[src/core/eds_regs.svh]
`ifndef EDS_REGS_SVH
`define EDS_REGS_SVH
`define EDS_MODE_SYNC_SERIAL_MODE      8'h72
`define EDS_CHAN_OFF       8'h00
`define EDS_CHAN_CAP_BOTH  8'h30
`define EDS_CHAN_CMP_TOG   8'h70
`define EDS_SYNC_EVEN      8'h00
`define EDS_SYNC_ODD       8'h02
`define EDS_CBLK_ALIGN     3'h0
`define EDS_CNT_ZERO       8'h00
`define EDS_CNT_STEP       8'h01
`define EDS_BYTE_W         8
`define EDS_TIME_W         16
`endif

[src/core/eds_pkg.sv]
package eds_pkg;
   typedef enum logic [2:0] {
      EDS_IDLE = 3'b001,
      EDS_RUN  = 3'b010,
      EDS_DONE = 3'b100
   } eds_state_type;
   typedef struct packed {
      logic [7:0]  server_mode_control;
      logic [7:0]  sync_phase_control;
      logic [7:0]  server_cycle_counter;
      logic [15:0] bit_period_constant;
      logic [15:0] transfer_control_block;
   } eds_cfg_type;
endpackage

[src/core/eds_sync_serial.sv]
`timescale 1ns/1ps
`include "eds_regs.svh"
// Summary of operation
// - Every second server cycle of a receive shifts the receive pin into the high byte.
// - Eight bits are received in sixteen server cycles, then one end interrupt.
// - Cycle counter holds twice the bit count; that many server cycles per word.
// - At counter zero the next channel event goes to the conventional interrupt.
// - Sync value zero samples receive data on even server cycles.
// - Sync value 02H drives transmit data on the first cycle of each pair.
// - Mode value 72H puts the server in synchronous serial mode.
// - External shift clock takes timing only from arriving edges, not the timer.
// - Compare mode generates the shift clock from base timer and bit period.
// - Channel value 30H captures both clock edges, one event each.
// - Channel value 70H compares, raising an event and toggling the pin.
// - Input clock only via capture/compare channel; output via either kind.
// - Each transfer control block starts at an address divisible by 8.
// - External clock starts at first pulse; internal starts on compare write.
// - Shifting continues until end interrupt or server disabled.
// - Last transmit cycle still schedules next toggle; channel must be stopped.
module eds_sync_serial import eds_pkg::*; #(
   parameter int TIME_W = `EDS_TIME_W
) (
   input  wire logic              mclk,
   input  wire logic              rst_b,
   input  wire eds_cfg_type       cfg,
   input  wire logic [7:0]        channel_control,
   input  wire logic              compare_only_channel,
   input  wire logic              server_select_set,
   input  wire logic              compare_time_wr,
   input  wire logic [TIME_W-1:0] compare_time_in,
   input  wire logic              data_clear,
   input  wire logic [7:0]        tx_data_in,
   input  wire logic              tx_data_load,
   input  wire logic              shift_clock_in,
   input  wire logic              receive_pin,
   input  wire logic              clock_pin_init,
   output logic                   shift_clock_out,
   output logic                   shift_clock_oe,
   output logic                   transmit_pin,
   output logic [15:0]            shift_data_word,
   output logic                   server_select_bits,
   output logic                   end_interrupt,
   output logic                   server_busy,
   output logic                   config_error,
   output logic [TIME_W-1:0]      base_timer
);
   eds_state_type state_r, state_nxt;
   logic [2:0]        sck_sync_r, sck_sync_nxt;
   logic              sck_prev_r, sck_prev_nxt;
   logic [2:0]        rxd_sync_r, rxd_sync_nxt;
   logic              rxd_level_r, rxd_level_nxt;
   logic              serve_evt;
   logic [TIME_W-1:0] timer_r, timer_nxt;
   logic [TIME_W-1:0] cmp_time_r, cmp_time_nxt;
   logic              cmp_armed_r, cmp_armed_nxt;
   logic              sck_out_r, sck_out_nxt;
   logic              txd_r, txd_nxt;
   logic [15:0]       data_r, data_nxt;
   logic [7:0]        count_r, count_nxt;
   logic              odd_r, odd_nxt;
   logic              sel_r, sel_nxt;
   logic              irq_r, irq_nxt;
   logic              ext_edge, cmp_match, chan_event, sync_serial_mode_mode, cap_mode, cmp_mode;
   logic              cfg_ok;

   assign sync_serial_mode_mode = (cfg.server_mode_control == `EDS_MODE_SYNC_SERIAL_MODE);
   assign cap_mode  = (channel_control == `EDS_CHAN_CAP_BOTH);
   assign cmp_mode  = (channel_control == `EDS_CHAN_CMP_TOG);
   // Input clock not allowed on a compare-only channel
   assign cfg_ok    = !(cap_mode && compare_only_channel) &&
                      (cfg.transfer_control_block[2:0] == `EDS_CBLK_ALIGN);

   // Pin samplers; a level counts once the last two stages agree
   always_comb begin
      sck_sync_nxt  = {sck_sync_r[1:0], shift_clock_in};
      sck_prev_nxt  = sck_prev_r;
      rxd_sync_nxt  = {rxd_sync_r[1:0], receive_pin};
      rxd_level_nxt = rxd_level_r;
      if (sck_sync_r[2] == sck_sync_r[1]) begin
         sck_prev_nxt = sck_sync_r[2];
      end
      if (rxd_sync_r[2] == rxd_sync_r[1]) begin
         rxd_level_nxt = rxd_sync_r[2];
      end
   end

   always_ff @(posedge mclk or negedge rst_b) begin
      if (!rst_b) begin
         sck_sync_r  <= 3'h0;
         sck_prev_r  <= 1'b0;
         rxd_sync_r  <= 3'h0;
         rxd_level_r <= 1'b0;
      end else begin
         sck_sync_r  <= sck_sync_nxt;
         sck_prev_r  <= sck_prev_nxt;
         rxd_sync_r  <= rxd_sync_nxt;
         rxd_level_r <= rxd_level_nxt;
      end
   end

   // Both edges give one event each, timer unused
   assign ext_edge  = cap_mode && (sck_sync_r[2] == sck_sync_r[1]) &&
                      (sck_sync_r[2] != sck_prev_r);
   assign cmp_match = cmp_mode && cmp_armed_r && (timer_r == cmp_time_r);
   assign chan_event = cfg_ok && (ext_edge || cmp_match);

   // Event that the server actually takes
   assign serve_evt  = (state_r == EDS_RUN) && sel_r && chan_event && sync_serial_mode_mode;

   always_comb begin
      timer_nxt    = timer_r + TIME_W'(1);
      cmp_time_nxt = cmp_time_r;
      cmp_armed_nxt = cmp_armed_r;
      sck_out_nxt  = sck_out_r;
      txd_nxt      = txd_r;
      data_nxt     = data_r;
      count_nxt    = count_r;
      odd_nxt      = odd_r;
      sel_nxt      = sel_r;
      irq_nxt      = 1'b0;
      state_nxt    = state_r;
      // Idle level only while no compare drives the pin
      if (state_r == EDS_IDLE && !cmp_mode) begin
         sck_out_nxt = clock_pin_init;
      end
      if (!cmp_mode) begin
         cmp_armed_nxt = 1'b0;
      end
      if (compare_time_wr) begin
         cmp_time_nxt  = compare_time_in;
         cmp_armed_nxt = 1'b1;
      end
      if (cmp_match) begin
         sck_out_nxt  = ~sck_out_r;
         // Next toggle always scheduled, even after the last cycle
         cmp_time_nxt = cmp_time_r + cfg.bit_period_constant[TIME_W-1:0];
      end
      if (data_clear) begin
         data_nxt = 16'h0000;
      end
      if (tx_data_load) begin
         data_nxt[7:0] = tx_data_in;
      end
      case (state_r)
         EDS_IDLE: begin
         end
         EDS_RUN: begin
            if (!sel_r) begin
               state_nxt = EDS_IDLE;
            end else if (chan_event && sync_serial_mode_mode) begin
               if (count_r == `EDS_CNT_ZERO) begin
                  irq_nxt   = 1'b1;
                  sel_nxt   = 1'b0;
                  state_nxt = EDS_DONE;
               end else begin
                  count_nxt = count_r - `EDS_CNT_STEP;
                  odd_nxt   = ~odd_r;
                  if (cfg.sync_phase_control == `EDS_SYNC_ODD && !odd_r) begin
                     txd_nxt  = data_r[0];
                     data_nxt = {1'b0, data_r[15:1]};
                  end
                  if (cfg.sync_phase_control == `EDS_SYNC_EVEN && odd_r) begin
                     data_nxt = {rxd_level_r, data_r[15:9], data_r[7:0]};
                  end
               end
            end
         end
         EDS_DONE: begin
            if (!server_select_set) begin
               state_nxt = EDS_IDLE;
            end
         end
         default: state_nxt = EDS_IDLE;
      endcase
      // Software restart wins over a word ending in the same cycle
      if (server_select_set) begin
         sel_nxt   = 1'b1;
         count_nxt = cfg.server_cycle_counter;
         odd_nxt   = 1'b0;
         state_nxt = EDS_RUN;
      end
   end

   always_ff @(posedge mclk or negedge rst_b) begin
      if (!rst_b) begin
         state_r     <= EDS_IDLE;
         timer_r     <= '0;
         cmp_time_r  <= '0;
         cmp_armed_r <= 1'b0;
         sck_out_r   <= 1'b1;
         txd_r       <= 1'b1;
         data_r      <= 16'h0000;
         count_r     <= 8'h00;
         odd_r       <= 1'b0;
         sel_r       <= 1'b0;
         irq_r       <= 1'b0;
      end else begin
         state_r     <= state_nxt;
         timer_r     <= timer_nxt;
         cmp_time_r  <= cmp_time_nxt;
         cmp_armed_r <= cmp_armed_nxt;
         sck_out_r   <= sck_out_nxt;
         txd_r       <= txd_nxt;
         data_r      <= data_nxt;
         count_r     <= count_nxt;
         odd_r       <= odd_nxt;
         sel_r       <= sel_nxt;
         irq_r       <= irq_nxt;
      end
   end

   assign shift_clock_out    = sck_out_r;
   assign shift_clock_oe     = cmp_mode;
   assign transmit_pin       = txd_r;
   assign shift_data_word    = data_r;
   assign server_select_bits = sel_r;
   assign end_interrupt      = irq_r;
   assign server_busy        = (state_r == EDS_RUN);
   assign config_error       = !cfg_ok;
   assign base_timer         = timer_r;

   a_end_irq_clears: assert property (@(posedge mclk) disable iff (!rst_b)
      end_interrupt |-> !server_select_bits) else $error("select bit not cleared");
   a_zero_count_irq: assert property (@(posedge mclk) disable iff (!rst_b)
      (state_r == EDS_RUN && sel_r && chan_event && sync_serial_mode_mode && count_r == `EDS_CNT_ZERO
       && !server_select_set) |=> end_interrupt) else $error("missing end interrupt");
   a_count_steps: assert property (@(posedge mclk) disable iff (!rst_b)
      (state_r == EDS_RUN && sel_r && chan_event && sync_serial_mode_mode && count_r != `EDS_CNT_ZERO
       && !server_select_set) |=> (count_r == $past(count_r) - `EDS_CNT_STEP))
      else $error("counter not decremented");
   a_irq_single: assert property (@(posedge mclk) disable iff (!rst_b)
      end_interrupt |=> !end_interrupt) else $error("double end interrupt");
   a_cmp_toggle: assert property (@(posedge mclk) disable iff (!rst_b)
      (cmp_match && state_r != EDS_IDLE) |=> (shift_clock_out != $past(shift_clock_out)))
      else $error("no toggle on match");
   a_ext_no_timer: assert property (@(posedge mclk) disable iff (!rst_b)
      cap_mode |-> !cmp_match) else $error("timer used with external clock");
   a_rx_shift: assert property (@(posedge mclk) disable iff (!rst_b)
      (serve_evt && count_r != `EDS_CNT_ZERO && odd_r
       && cfg.sync_phase_control == `EDS_SYNC_EVEN && !data_clear)
      |=> (shift_data_word[15] == $past(rxd_level_r))) else $error("rx bit not shifted");
   a_tx_drive: assert property (@(posedge mclk) disable iff (!rst_b)
      (serve_evt && count_r != `EDS_CNT_ZERO && !odd_r
       && cfg.sync_phase_control == `EDS_SYNC_ODD)
      |=> (transmit_pin == $past(data_r[0]))) else $error("tx bit not driven");
   a_align_check: assert property (@(posedge mclk) disable iff (!rst_b)
      (cfg.transfer_control_block[2:0] != `EDS_CBLK_ALIGN) |-> !chan_event)
      else $error("misaligned block served");

   // Pair phases: the other cycle of each pair leaves data alone; the transmit cycle shifts the word
   a_rx_first_idle: assert property (@(posedge mclk) disable iff (!rst_b)
      (serve_evt && count_r != `EDS_CNT_ZERO && !odd_r && !data_clear && !tx_data_load
       && cfg.sync_phase_control == `EDS_SYNC_EVEN)
      |=> (shift_data_word == $past(shift_data_word))) else $error("rx sampled early");
   a_tx_second_hold: assert property (@(posedge mclk) disable iff (!rst_b)
      (serve_evt && count_r != `EDS_CNT_ZERO && odd_r
       && cfg.sync_phase_control == `EDS_SYNC_ODD)
      |=> (transmit_pin == $past(transmit_pin))) else $error("tx changed on second cycle");
   a_tx_shift_out: assert property (@(posedge mclk) disable iff (!rst_b)
      (serve_evt && count_r != `EDS_CNT_ZERO && !odd_r && !data_clear && !tx_data_load
       && cfg.sync_phase_control == `EDS_SYNC_ODD)
      |=> (shift_data_word == {1'b0, $past(shift_data_word[15:1])}))
      else $error("tx word not shifted");

   // Run control
   a_set_loads: assert property (@(posedge mclk) disable iff (!rst_b)
      server_select_set
      |=> (server_select_bits && count_r == $past(cfg.server_cycle_counter)))
      else $error("counter not loaded");
   a_busy_holds: assert property (@(posedge mclk) disable iff (!rst_b)
      (state_r == EDS_RUN && sel_r && !(serve_evt && count_r == `EDS_CNT_ZERO))
      |=> server_busy)
      else $error("server stopped early");
   a_refuse_mode: assert property (@(posedge mclk) disable iff (!rst_b)
      (state_r == EDS_RUN && sel_r && !sync_serial_mode_mode && !server_select_set)
      |=> (count_r == $past(count_r)))
      else $error("event served outside serial mode");
   a_irq_idle: assert property (@(posedge mclk) disable iff (!rst_b)
      (end_interrupt && !$past(server_select_set)) |-> !server_busy)
      else $error("busy after end interrupt");
   a_done_idle: assert property (@(posedge mclk) disable iff (!rst_b)
      (state_r == EDS_DONE && !server_select_set) |=> (state_r == EDS_IDLE))
      else $error("done state not left");

   // Timing source and channel kinds
   a_timer_runs: assert property (@(posedge mclk) disable iff (!rst_b)
      $past(rst_b) |-> (base_timer == $past(base_timer) + TIME_W'(1)))
      else $error("base timer stalled");
   a_capture_refused: assert property (@(posedge mclk) disable iff (!rst_b)
      (cap_mode && compare_only_channel) |-> config_error)
      else $error("capture on compare-only channel");
   a_ext_no_drive: assert property (@(posedge mclk) disable iff (!rst_b)
      cap_mode |-> !shift_clock_oe)
      else $error("clock driven in capture mode");

   c_end_irq: cover property (@(posedge mclk) disable iff (!rst_b) end_interrupt);
   c_ext_edge: cover property (@(posedge mclk) disable iff (!rst_b) ext_edge && server_busy);
   c_cmp_match: cover property (@(posedge mclk) disable iff (!rst_b) cmp_match && server_busy);
   c_rx_word: cover property (@(posedge mclk) disable iff (!rst_b) end_interrupt && cap_mode);
   c_tx_word: cover property (@(posedge mclk) disable iff (!rst_b) end_interrupt && cmp_mode);
endmodule

[config.mk]
export PLATFORM = sky130hd
export DESIGN_NAME = eds_sync_serial
export DESIGN_NICKNAME = d
export VERILOG_FILES = /design/src/core/eds_pkg.sv /design/src/core/eds_sync_serial.sv
export VERILOG_INCLUDE_DIRS = /design/src /design/src/core
export SDC_FILE = /design/constraint.sdc
export NUM_CORES = 1
export LEC_CHECK = 0
export BUFFER_PORTS_ARGS = -buffer_cell sky130_fd_sc_hd__buf_2
export CORE_MARGIN = 4
export CORE_UTILIZATION = 42
export CTS_BUF_LIST = sky130_fd_sc_hd__clkbuf_8
export CTS_CLUSTER_SIZE = 14
export DETAILED_ROUTE_END_ITERATION = 10
export PLACE_DENSITY = 0.68
export REMOVE_ABC_BUFFERS = 1
export SLEW_MARGIN = 20
export SYNTH_ARGS = -nofsm -noshare
export SYNTH_HDL_FRONTEND = slang
export SYNTH_SLANG_ARGS = --single-unit
[constraint.sdc]
create_clock -name mclk -period 3.2 [get_ports mclk]
set_input_delay 0.16 -clock mclk [delete_from_list [all_inputs] [get_ports mclk]]
set_output_delay 0.16 -clock mclk [all_outputs]
set_load 0.02 [all_outputs]
=== After elaboration in Yosys (flattened, before gate mapping) ===
Cells that the tools add are included.

* Register bits: 73
* Output and inout bits: 39
* Bits of input ports: 98
* Word-level logic and storage cells: 103

* Reduce and logical (&&, ||, !) cells: 27
* Bitwise logic cells: 3
* Mux-type cells: 38
* Add/subtract/negate cells: 3
* Equality and inequality tests: 16

{| class="wikitable"
|+ Operator list
! kind !! number
|-
| 2-to-1 mux 16 bit || 9
|-
| 2-to-1 mux 8 bit || 6
|-
| 2-to-1 mux 1 bit || 18
|-
| adder 16 x 1 -> 16 bit (second input constant) || 1
|-
| adder 16 bit || 1
|-
| equality test 16 bit || 1
|-
| equality test 8 x 7 -> 1 bit (second input constant) || 2
|-
| zero test 8 bit || 2
|-
| 2-to-1 mux 3 bit || 4
|-
| logical AND 1 bit || 11
|-
| nonzero test 2 bit || 5
|-
| equality test 8 x 2 -> 1 bit (second input constant) || 1
|-
| equality test 8 x 6 -> 1 bit (second input constant) || 1
|-
| != test 4 x 3 -> 1 bit (second input constant) || 2
|-
| subtractor 8 x 1 -> 8 bit (second input constant) || 1
|-
| != test 2 bit (second input constant) || 3
|-
| one-hot mux 3 bit (2 select lines) || 1
|-
| != test 5 bit (second input constant) || 1
|-
| AND reduction 5 bit || 1
|-
| zero test 1 bit || 4
|-
| AND reduction 4 bit || 1
|-
| equality test 3 x 1 -> 1 bit (second input constant) || 1
|-
| equality test 3 x 2 -> 1 bit (second input constant) || 1
|-
| zero test 3 bit || 1
|-
| other kinds (5) || 8
|}

=== Longest topological paths before layout ===
Gate-level depths: netlist of the first run.

* Word-level depth: 10
* Mapped depth: 10
* Depth with buffers taken out: 10

=== Least setup slack after synthesis of the first run ===
OpenSTA, ideal clock, no wires.

* Kind: register to register
* Start point: register timer_r[12], in the netlist base_timer[12]
* End point: register data_r[12], in the netlist shift_data_word[12]
* Data arrival time: 2.311 ns
* Setup slack: 0.763 ns
* Clock period less this slack: 2.437 ns
* Path buffers: 1
* Setup time: 0.127 ns
* Stages on the path, launching flop included: 8
* Data required time: 3.073 ns
* Path through: dfrtp_1 > xor2_1 > nor4_2 > nand4_1 > o41ai_4 > a21boi_4 > buf_4 > o21ai_0

* Longest elaborated chain between the ends: 8

{| class="wikitable"
|+ RTL lines
! element !! line !! text
|-
| start: declaration || eds_sync_serial.sv:53 || <nowiki>logic [TIME_W-1:0] timer_r, timer_nxt;</nowiki>
|-
| start signal: assignment || eds_sync_serial.sv:199 || <nowiki>timer_r <= timer_nxt;</nowiki>
|-
| equality test 16 bit || eds_sync_serial.sv:104 || <nowiki>assign cmp_match = cmp_mode && cmp_armed_r && (timer_r == cmp_time_r);</nowiki>
|-
| logical AND 1 bit || eds_sync_serial.sv:104 ||
|-
| logical OR 1 bit || eds_sync_serial.sv:105 || <nowiki>assign chan_event = cfg_ok && (ext_edge || cmp_match);</nowiki>
|-
| logical AND 1 bit || eds_sync_serial.sv:105 ||
|-
| logical AND 1 bit || eds_sync_serial.sv:150 || <nowiki>end else if (chan_event && sync_serial_mode_mode) begin</nowiki>
|-
| 2-to-1 mux 16 bit || eds_sync_serial.sv:150 ||
|-
| 2-to-1 mux 16 bit || eds_sync_serial.sv:148 || <nowiki>if (!sel_r) begin</nowiki>
|-
| 2-to-1 mux 16 bit || eds_sync_serial.sv:144 || <nowiki>case (state_r)</nowiki>
|-
| named net data_nxt[12] || eds_sync_serial.sv:58 || <nowiki>logic [15:0] data_r, data_nxt;</nowiki>
|-
| end signal: assignment || eds_sync_serial.sv:204 || <nowiki>data_r <= data_nxt;</nowiki>
|-
| end: declaration || eds_sync_serial.sv:58 ||
|}

The timed path passes the listed nets, and every way through them passes these cells.
A chain may end at the register's enable or synchronous reset.

=== Final worst setup path of the first run ===
* Start point: register cmp_time_r[0]
* End point: register cmp_time_r[12]

* Longest elaborated chain between the ends: 3
* Elaborated cells on any way between the ends: 5
* Classes of those cells: add/sub (1); eq/ne (1); mux (1); reduce/logical (2)

{| class="wikitable"
|+ RTL lines
! element !! line !! text
|-
| start: declaration || eds_sync_serial.sv:54 || <nowiki>logic [TIME_W-1:0] cmp_time_r, cmp_time_nxt;</nowiki>
|-
| start signal: assignment || eds_sync_serial.sv:200 || <nowiki>cmp_time_r <= cmp_time_nxt;</nowiki>
|-
| branches (longest 3 deep; another with adder 16 bit) || n/a ||
|}

Parallel ways; which one is timed is not known.

==> metrics.cfg, run 1 <==
[sta]
hold_violations=0
grt_setup_unrepaired=false
tightest_slew_ps=935
fin_crit_ps=2810
setup_viol=0
holdWs_ps=42.4
clock_skew_ps=6.38
period_share_pct=87.9
slew_headroom_pct=37.6
slew_viol_final=0
fin_tns_setup_ps=0
fmax_mhz=355

[synthesis]
async_flop_share_pct=100
synth-compound-area-share_pct=18.1
ys_types=63
synthXorXnorAreaFrac_pct=8.78
yosys-top-cells-area=dfrtp_1 (40%), ha_1 (4.8%), xnor2_1 (4.8%)
synth_seq_area_share_pct=41.7
synth_top_area_share_pct=39.9
muxShareOfSynthArea_pct=2.79
synth-simple-area-share_pct=20.3
netlist_instances=451
ys_warn_count=0
synth_area_um2=4390
synth_seq_cells=73
synth_top_family_by_area=simple AND/OR/NAND/NOR gates
yosys.area_share.adder_pct=5.76
synth_edf_count=0
syn_area_per_cell_um2=9.73
synth_largest_area_cell=dfrtp_1
ys_top_cells_by_count=dfrtp_1 (70), nand2_1 (44), nor2_1 (27), a21oi_1 (25)
synth_flop_cell=dfrtp_1
yosysMostFrequentCell=dfrtp_1

[power]
finalPower_mw=2.26
worst_ir_drop_vdd_uv=229
power_leakage_nw=2.56
powerDensity_nw_per_um2=420

[die]
start_util_pct=42.9
fp.coreArea_um2=10200
die_x_um=110
io_pins=137
die_area_um2=12100
rows=37
dieHeight_um=110

[setup_path]
start_kind=flip-flop
path_common_cell=a21oi_1
r2r_end=cmp_time_r[12]
cp.required_ps=3420
cpMaxStageDelayCell=a311oi_1
cp_max_fo=3
reg2reg_from=cmp_time_r[0]
r2r_slack_ps=390
path_cells=ha_1 -> inv_1 -> fa_1 -> nor2b_1 -> o31a_1 -> or4_1 -> a311oi_1 -> a21oi_1 -> xnor2_1 -> a21oi_1
worst_r2r_path_depth=10
end_kind=flip-flop
crit_type=flip-flop to flip-flop
arrival_ps=3030
cp_slowest_stage_delay_ps=570

[placed_design]
placed_cells=701
place_congestion=0.935
dp_hpwl_mm=8.03
port_buffers=123

[run]
cap_violations=0

[cells_and_area]
num_antenna_cells=0
synthToLayoutAreaGrowth_pct=22.8
fin_util_pct=52.7
fill_cells=978
layout.nets=695
final_cells=719
drive_above_1_share_pct=27.8

[drt]
via_count=3825
wl_mm=10.6
drtIter0Drc=230
drtPass1Iterations=4
vias_per_cell=5.32
ant_nets=0
wl_per_cell_um=14.8
drc=0

[cts]
clock_tree.buffer_depth=2
numCtsBuffers=9
cts_sinks=73
insertion_delay_ps=330
clk_pin_slew_worst_paths_ps=80
cts_resized=0
cts_max_level=3
root_buffer=clkbuf_8
cts_tree=done

[global_route]
antenna_found_initial=0
grt_overflow_total=0
grt_max_degree=74
grt.total_usage_pct=17.6
grt_first_pass_wirelength_mm=16.9
grt_pass1_vias=3582

[hold_path]
hold_end=shift_clock_out
hold_depth=3
min_path_type=primary input to flip-flop
hold_start=clock_pin_init

[outcome]
status=complete, no violations

[cells in the final DEF, fill, tap and decap left out, types with 7 or more instances in the layout]
cell type and count:
mux2i_1 10, nor2_1 27, a21oi_1 25, xnor2_1 24, buf_2 122, nor3b_1 9
nand2_1 44, o22ai_1 8, nand3_1 11, o21ai_0 24, clkbuf_8 9, inv_1 13
a211oi_1 10, xor2_1 20, dfrtp_1 70, ha_1 17, a22o_1 8, nand2b_1 12
nor2b_1 7
[metal layers]
| layer | routed length [um] | part of all wire (%) | GRT usage (%) | up-vias |
|---|---|---|---|---|
| li1 | - | - | - | 1904 |
| met5 | 0 | 0 | 0 | - |
| met3 | 550 | 5.2 | 3.67 | 5 |
| met4 | 42 | 0.40 | 4.05 | 0 |
| met1 | 4970 | 47 | 24.5 | 1817 |
| met2 | 5060 | 48 | 28.2 | 99 |
[critical path, delay by kind of cell, from the launching register on]
kind / cells / cell delay (ps)
DFF: 1 / 410
and+or+nand+nor: 2 / 530
AOI/OAI and AO/OA: 4 / 1090
adders and majority gates: 2 / 430
xor gates and xnor gates: 1 / 170
buffers and inverters: 1 / 70
[report_power, final]
part	switching, mW	leakage (nW)	internal [mW]
Combinational	0.248	1.55	0.217
Clock	0.335	0.106	0.432
Sequential	0.0514	0.898	0.981
[repair_timing]
action / CTS / global route
hold buffers: 3 / 0
endpoints found under the hold margin: 52 / 0
setup buffers: 0 / 0
[per-stage QoR]
stage / worst slack (ps) / cell area [um2]
2_1_floorplan: 280 / 4320
3_3_place_gp: 475 / 5150
3_5_place_dp: 461 / 5150
4_1_cts: 430 / 5390
5_1_grt: 203 / 5390
6_report: 386 / 5390
[sequential cells by signal, summed over array words and instances, names as in the netlist]
register and flops:
sck_sync_r 3, shift_clock_out 1, base_timer 16, rxd_level_r 1, transmit_pin 1, cmp_time_r 16
end_interrupt 1, count_r 8, state_r 3, odd_r 1, server_select_bits 1, cmp_armed_r 1
sck_prev_r 1, rxd_sync_r 3, shift_data_word 16
[area by class of cell]
class | count | area [um2] | area share, %
Timing Repair Buffer | 131 | 686 | 12.7
Sequential cell | 73 | 1830 | 34.0
Clock buffer | 9 | 124 | 2.30
Tap cell | 136 | 170 | 3.16
Multi-Input combinational cell | 352 | 2450 | 45.4
Clock inverter | 6 | 85.1 | 1.58
Inverter | 12 | 45.0 | 0.836
[cell families after synthesis]
family	Yosys count
buf+inv	26
simple gates	160
compound gates	116
flops	73
xor+xnor	44
fa+ha+maj	20
mux	12
[worst max path at each step]
stage,from,end,slack (ps),cells after the start
after global placement,cmp_time_r[1],cmp_time_r[15],470,8
final,cmp_time_r[0],cmp_time_r[12],390,10
after floorplan,base_timer[12],server_select_bits,280,7
after detailed placement,cmp_time_r[1],cmp_time_r[15],460,8
after CTS,cmp_time_r[1],cmp_time_r[15],430,8
after global routing,cmp_time_r[1],cmp_time_r[15],200,8
No activity file was read; power rests on OpenSTA's default activity.
==> run 2: changes to the inputs <==
--- a/config.mk
+++ b/config.mk
@@ -6,13 +6,14 @@
 export SDC_FILE = /design/constraint.sdc
 export NUM_CORES = 1
 export LEC_CHECK = 0
+export ABC_AREA = 1
 export BUFFER_PORTS_ARGS = -buffer_cell sky130_fd_sc_hd__buf_2
 export CORE_MARGIN = 4
 export CORE_UTILIZATION = 42
 export CTS_BUF_LIST = sky130_fd_sc_hd__clkbuf_8
 export CTS_CLUSTER_SIZE = 14
 export DETAILED_ROUTE_END_ITERATION = 10
-export PLACE_DENSITY = 0.68
+export PLACE_DENSITY = 0.67
 export REMOVE_ABC_BUFFERS = 1
 export SLEW_MARGIN = 20
 export SYNTH_ARGS = -nofsm -noshare
==> run 2 against run 1 <==
  * Combinational power rose by 15%
  * Largest cell class unchanged
  * Area after synthesis rose by 11%
  * Sequential power barely moved
  * First-iteration DRC count increased by 73%
  * Global-route usage grew 1.3 points
  * Core utilization is 0.86 points lower
  * Clock-buffer cell count unchanged
==> metrics.cfg, run 2 <==
[outcome]
status=complete, no violations

[power]
pwr-share-clk_pct=33.2  ; -0.7 points
power_leakage_nw=3.29  ; +29%
combPwrFrac_pct=22.7  ; +2.1 points
worst_ir_drop_vdd_uv=308  ; +35%
p_sw_uw=732  ; +15%
intPower_mw=1.63  ; about the same
powerDensity_nw_per_um2=401  ; -4.6%
power_frac_seq_pct=44.1  ; -1.5 points
p_sw_share_pct=31.0  ; +3.0 points
finalPower_mw=2.36  ; +4.3%

[cells_and_area]
synthToLayoutAreaGrowth_pct=20.8
layout.nets=918  ; +32%
multiInputGateArea_um2=2670  ; +9.0%
final_area_um2=5890  ; +9.3%
regArea_um2=1830  ; unchanged
final_cell_mix=nand2_1 (217), buf_2 (123), inv_1 (82)
final_cells=950  ; +32%
drive_above_1_share_pct=20.8  ; -7.0 points
num_antenna_cells=0  ; unchanged
fin_util_pct=51.8  ; -0.86 points
fill_cells=1127  ; +15%
final_common_cell=nand2_1

[setup_path]
cp.required_ps=3440  ; +20 ps
cp_max_fo=4  ; +1
start_kind=flip-flop
arrival_ps=2560  ; -470 ps
crit_type=flip-flop to flip-flop
worst_r2r_path_depth=10  ; unchanged
end_kind=flip-flop

[die]
fp.coreArea_um2=11400  ; +11%
io_pins=137  ; unchanged
start_util_pct=42.9  ; about the same
dieHeight_um=116  ; +5.0%
die_x_um=116  ; +5.0%
die_area_um2=13400  ; +10%
rows=39  ; +5.4%

[synthesis]
synth_area_um2=4880  ; +11%
synth_largest_area_cell=dfrtp_1
synth_flop_cell=dfrtp_1
yosys-top-cells-area=dfrtp_1 (36%), nand2_1 (17%), inv_1 (6.2%)
syn_area_per_cell_um2=7.26  ; -25%
ys_warn_count=0  ; unchanged
synth_edf_count=0  ; unchanged
synth_seq_cells=73  ; unchanged
netlist_instances=672  ; +49%
ys_top_cells_by_count=nand2_1 (217), inv_1 (81), dfrtp_1 (70), nor2_1 (59), nand3_1 (45)
yosysMostFrequentCell=nand2_1
synth_top_area_share_pct=35.9  ; -4.0 points
async_flop_share_pct=100  ; unchanged
synth_seq_area_share_pct=37.5  ; -4.2 points
ys_types=43  ; -32%

[sta]
fin_crit_ps=2310  ; -501 ps
slew_headroom_pct=56.9  ; +19 points
finalWorstSetupSlack_ps=887  ; +501 ps
fin_tns_setup_ps=0  ; unchanged
clock_skew_ps=12.8  ; +6.46 ps
slew_viol_final=0  ; unchanged
hold_violations=0  ; unchanged
holdWs_ps=40.5  ; -1.86 ps
tightest_slew_ps=647  ; -288 ps
fmax_mhz=432  ; +22%
setup_viol=0  ; unchanged
period_share_pct=72.3  ; -16 points
grt_setup_unrepaired=false

[placed_design]
dpl_cell_area_um2=5650  ; +9.7%
place_congestion=1.00  ; +7.2%
placed_cells=931  ; +33%
pre_cts_ws_ps=889  ; +428 ps
port_buffers=123  ; unchanged
dp_hpwl_mm=10.0  ; +25%

[drt]
drtIter0Drc=397  ; +73%
via_count=4825  ; +26%
drtPass1Iterations=5  ; +1
drc=0  ; unchanged
ant_nets=0  ; unchanged
vias_per_cell=5.08  ; -4.5%
wl_per_cell_um=13.5  ; -8.8%
wl_mm=12.8  ; +20%

[cts]
root_buffer=clkbuf_8
insertion_delay_ps=350  ; +20 ps
numCtsBuffers=9  ; unchanged
cts_tree=done
cts_max_level=3  ; unchanged
clk_pin_slew_worst_paths_ps=80  ; about the same
cts_resized=0  ; unchanged
clock_tree.buffer_depth=2  ; unchanged
cts_sinks=73  ; unchanged

[global_route]
grt_max_degree=29  ; -61%
antenna_found_initial=0  ; unchanged
grt_pass1_vias=4549  ; +27%
grt_overflow_total=0  ; unchanged
grt.total_usage_pct=18.9  ; +1.3 points
grt_first_pass_wirelength_mm=20.4  ; +21%

[hold_path]
min_path_type=primary input to flip-flop
hold_depth=3  ; unchanged

[run]
cap_violations=0  ; unchanged

run 2: cell types whose count changed after synthesis, sizes merged, moves of 12 or more:
| cell | before | now |
|---|---|---|
| nand2b | 12 | 0 |
| nand4 | 6 | 21 |
| nand2 | 44 | 220 |
| nor2 | 28 | 63 |
| nand3 | 11 | 50 |
| inv | 12 | 84 |
run 2: final cells by class:
class                      instances  area share, %
timing repair buffer             129           11.3
clock inverter                     7           1.49
sequential                        73           31.1
tap                              143           3.04
clock buffer                       9           2.10
inverter                          88           5.65
multi-input combinational        501           45.3
run 2: timing repair:
action | CTS | global route
hold buffers | 3 | 0
hold endpoints to repair | 27 | 0
buffers inserted | 0 | 0
run 2: power groups by stage:
stage | Sequential, mW | Combinational, mW | Clock (mW)
2_1_floorplan | 1.06 | 0.342 | 0
3_3_place_gp | 1.05 | 0.513 | 0
3_5_place_dp | 1.06 | 0.529 | 0
4_1_cts | 1.04 | 0.536 | 0.797
5_1_grt | 1.05 | 0.608 | 0.836
6_report | 1.04 | 0.535 | 0.785
run 2: kinds of logic (layout without fill, tap and decap cells):
kind of cell	after synthesis	after routing	share of synthesized area, %
AND/OR/NAND/NOR	372	372	34.3
adder cells (fa/ha/maj)	20	20	5.18
multiplexers	1	1	0.205
AO/OA/AOI/OAI	75	75	9.11
flip-flops	73	73	37.5
buffers and inverters	98	233	7.75
XOR/XNOR	33	33	5.93
run 2: final timing paths:
kind,from,slack (ps),to
worst max-delay path,cmp_time_r[0],890,cmp_time_r[14]
worst min-delay path,compare_time_in[1],40,cmp_time_r[1]
worst max register to register,cmp_time_r[0],890,cmp_time_r[14]
worst min register to register,sck_sync_r[0],350,sck_sync_r[1]
max in group asynchronous,rst_b,2010,shift_clock_out
min in group asynchronous,rst_b,360,shift_data_word[11]
run 2: critical path, cell delays in order (launching register included):
cell and delay (ps):
dfrtp_1 380, ha_1 200, inv_1 60, fa_1 400, o21ai_0 370, a21boi_0 280
nand3b_1 260, nand2_1 90, nand2_1 50, nand3_1 70, nand2_1 50
run 2: layer usage:
layer	share of wire [%]	wire (um)	GRT usage, %	up-vias
met5	0	0	0	-
met4	1.8	228	6.88	0
met3	6.5	829	2.72	19
met2	48	6130	32.5	168
met1	44	5620	24.4	2211
li1	-	-	-	2427
==> run 3: changes to the inputs <==
==> constraint.sdc (replaced) <==
create_clock -name mclk -period 2.2 [get_ports mclk]
set_input_delay 0.11 -clock mclk [delete_from_list [all_inputs] [get_ports mclk]]
set_output_delay 0.11 -clock mclk [all_outputs]
set_load 0.02 [all_outputs]
==> run 3 against run 2 <==
  * First-iteration DRC count shrank 9.8%
  * Clock-buffer cell count is the same
  * Wire length grew 0.56%
  * Sequential power grew 45%
  * Clock skew shrank 2.4 ps
  * Clock power grew 41%
  * Hold slack gained 1.9 ps
  * Combinational power grew 51%
  * Die area is the same
  * Critical path type unchanged
==> metrics.cfg, run 3 (synthesis results as in run 2) <==
[cells_and_area]
num_antenna_cells=0  ; unchanged
layout.nets=927  ; +0.98%
final_area_um2=5980  ; +1.6%
fill_cells=1113  ; -1.2%
final_cells=958  ; +0.84%
drive_above_1_share_pct=21.8  ; +1.0 points
synthToLayoutAreaGrowth_pct=22.7
regArea_um2=1830  ; unchanged
multiInputGateArea_um2=2690  ; +0.80%
final_common_cell=nand2_1
final_cell_mix=nand2_1 (217), buf_2 (123), inv_1 (83)

[die]
die_area_um2=13400  ; unchanged
fp.coreArea_um2=11400  ; unchanged
dieHeight_um=116  ; unchanged
start_util_pct=42.9  ; unchanged
die_x_um=116  ; unchanged
io_pins=137  ; unchanged
rows=39  ; unchanged

[cts]
cts_sinks=73  ; unchanged
insertion_delay_ps=350  ; about the same
root_buffer=clkbuf_8
cts_max_level=3  ; unchanged
numCtsBuffers=9  ; unchanged
clk_pin_slew_worst_paths_ps=70  ; about the same
clock_tree.buffer_depth=2  ; unchanged
cts_tree=done

[setup_path]
r2r_slack_ps=260  ; -620 ps
crit_type=flip-flop to flip-flop
start_kind=flip-flop
end_kind=flip-flop
cp.required_ps=2440  ; -1000 ps
cp_max_fo=6  ; +2
arrival_ps=2170  ; -390 ps

[sta]
fin_crit_ps=1940  ; -376 ps
clock_skew_ps=10.5  ; -2.36 ps
slew_headroom_pct=63.2  ; +6.3 points
fin_tns_setup_ps=0  ; unchanged
fmax_mhz=516  ; +19%
finalWorstSetupSlack_ps=264  ; -624 ps
slew_viol_final=0  ; unchanged
period_share_pct=88.0  ; +16 points
hold_violations=0  ; unchanged
tightest_slew_ps=549  ; -98.5 ps
setup_viol=0  ; unchanged
holdWs_ps=42.4  ; +1.90 ps
grt_setup_unrepaired=false

[placed_design]
pre_cts_ws_ps=67.8  ; -821 ps
dpl_cell_area_um2=5720  ; +1.3%
port_buffers=123  ; unchanged
placed_cells=939  ; +0.86%
place_congestion=0.989  ; -1.3%
dp_hpwl_mm=10.1  ; +0.74%

[drt]
via_count=4809  ; -0.33%
ant_nets=0  ; unchanged
wl_per_cell_um=13.4  ; -0.28%
drtPass1Iterations=5  ; unchanged
drc=0  ; unchanged
drtIter0Drc=358  ; -9.8%
wl_mm=12.9  ; +0.56%
vias_per_cell=5.02  ; -1.2%

[global_route]
grt_first_pass_wirelength_mm=20.7  ; +1.5%
grt.total_usage_pct=19.2  ; +0.24 points
grt_max_degree=43  ; +48%
grt_pass1_vias=4478  ; -1.6%
grt_overflow_total=0  ; unchanged
antenna_found_initial=0  ; unchanged

[power]
power_leakage_nw=3.33  ; +1.3%
powerDensity_nw_per_um2=573  ; +43%
worst_ir_drop_vdd_uv=344  ; +12%

[outcome]
status=complete, no violations

[hold_path]
min_path_type=primary input to flip-flop

[run]
cap_violations=0  ; unchanged

==> run 3: stage by stage <==
step,util [%],total power [mW]
after CTS,52.4,3.45
after global placement,50.3,2.29
after global routing,52.6,3.64
after floorplan,-,2.04
final,52.6,3.43
after detailed placement,50.3,2.32
==> run 3: what timing repair did <==
item                                    in CTS  in global routing
hold buffers                                 4                  0
resized for setup                            0                  7
hold endpoints to repair                    75                  0
endpoints found under the setup margin       0                 10
setup buffers                                0                  0
==> run 3: layout make-up <==
cell class              count  area share (%)
inverters                  88            5.56
flip-flops and latches     73            30.6
clock buffers               9            2.07
well taps                 143            2.99
clock inverters             6            1.30
multi-input cells         501            45.0
repair buffers            138            12.5
==> run 3: critical path, stage by stage (launching register included) <==
cell and delay [ps]:
dfrtp_1 430, ha_1 380, a21o_1 200, a21oi_1 160, a21boi_0 200, nand2_1 120, nand2_1 80, nand2_1 50
o21bai_1 140, nand2_1 70
==> run 3: power breakdown <==
part	internal, mW	switching [mW]	total [mW]
Sequential	1.43	0.0813	1.51
Clock	0.620	0.490	1.11
Combinational	0.326	0.482	0.808
Total	2.38	1.05	3.43
==> run 3: path summary, 6_finish.rpt <==
kind	cells past startpoint	end	from
worst min-delay path	3	cmp_time_r[5]	compare_time_in[5]
worst min register to register	0	rxd_sync_r[1]	rxd_sync_r[0]
min in group asynchronous	3	shift_data_word[12]	rst_b
max in group asynchronous	3	shift_clock_out	rst_b
worst max register to register	9	cmp_time_r[13]	cmp_time_r[10]
worst max-delay path	9	cmp_time_r[13]	cmp_time_r[10]
==> run 3: routing by layer <==
| layer | vias up | global-route usage, % | wire length, um |
|---|---|---|---|
| met2 | 133 | 32.9 | 6220 |
| met5 | - | 0 | 0 |
| met3 | 15 | 3.29 | 755 |
| met4 | 0 | 5.03 | 164 |
| li1 | 2452 | - | - |
| met1 | 2209 | 25.1 | 5740 |
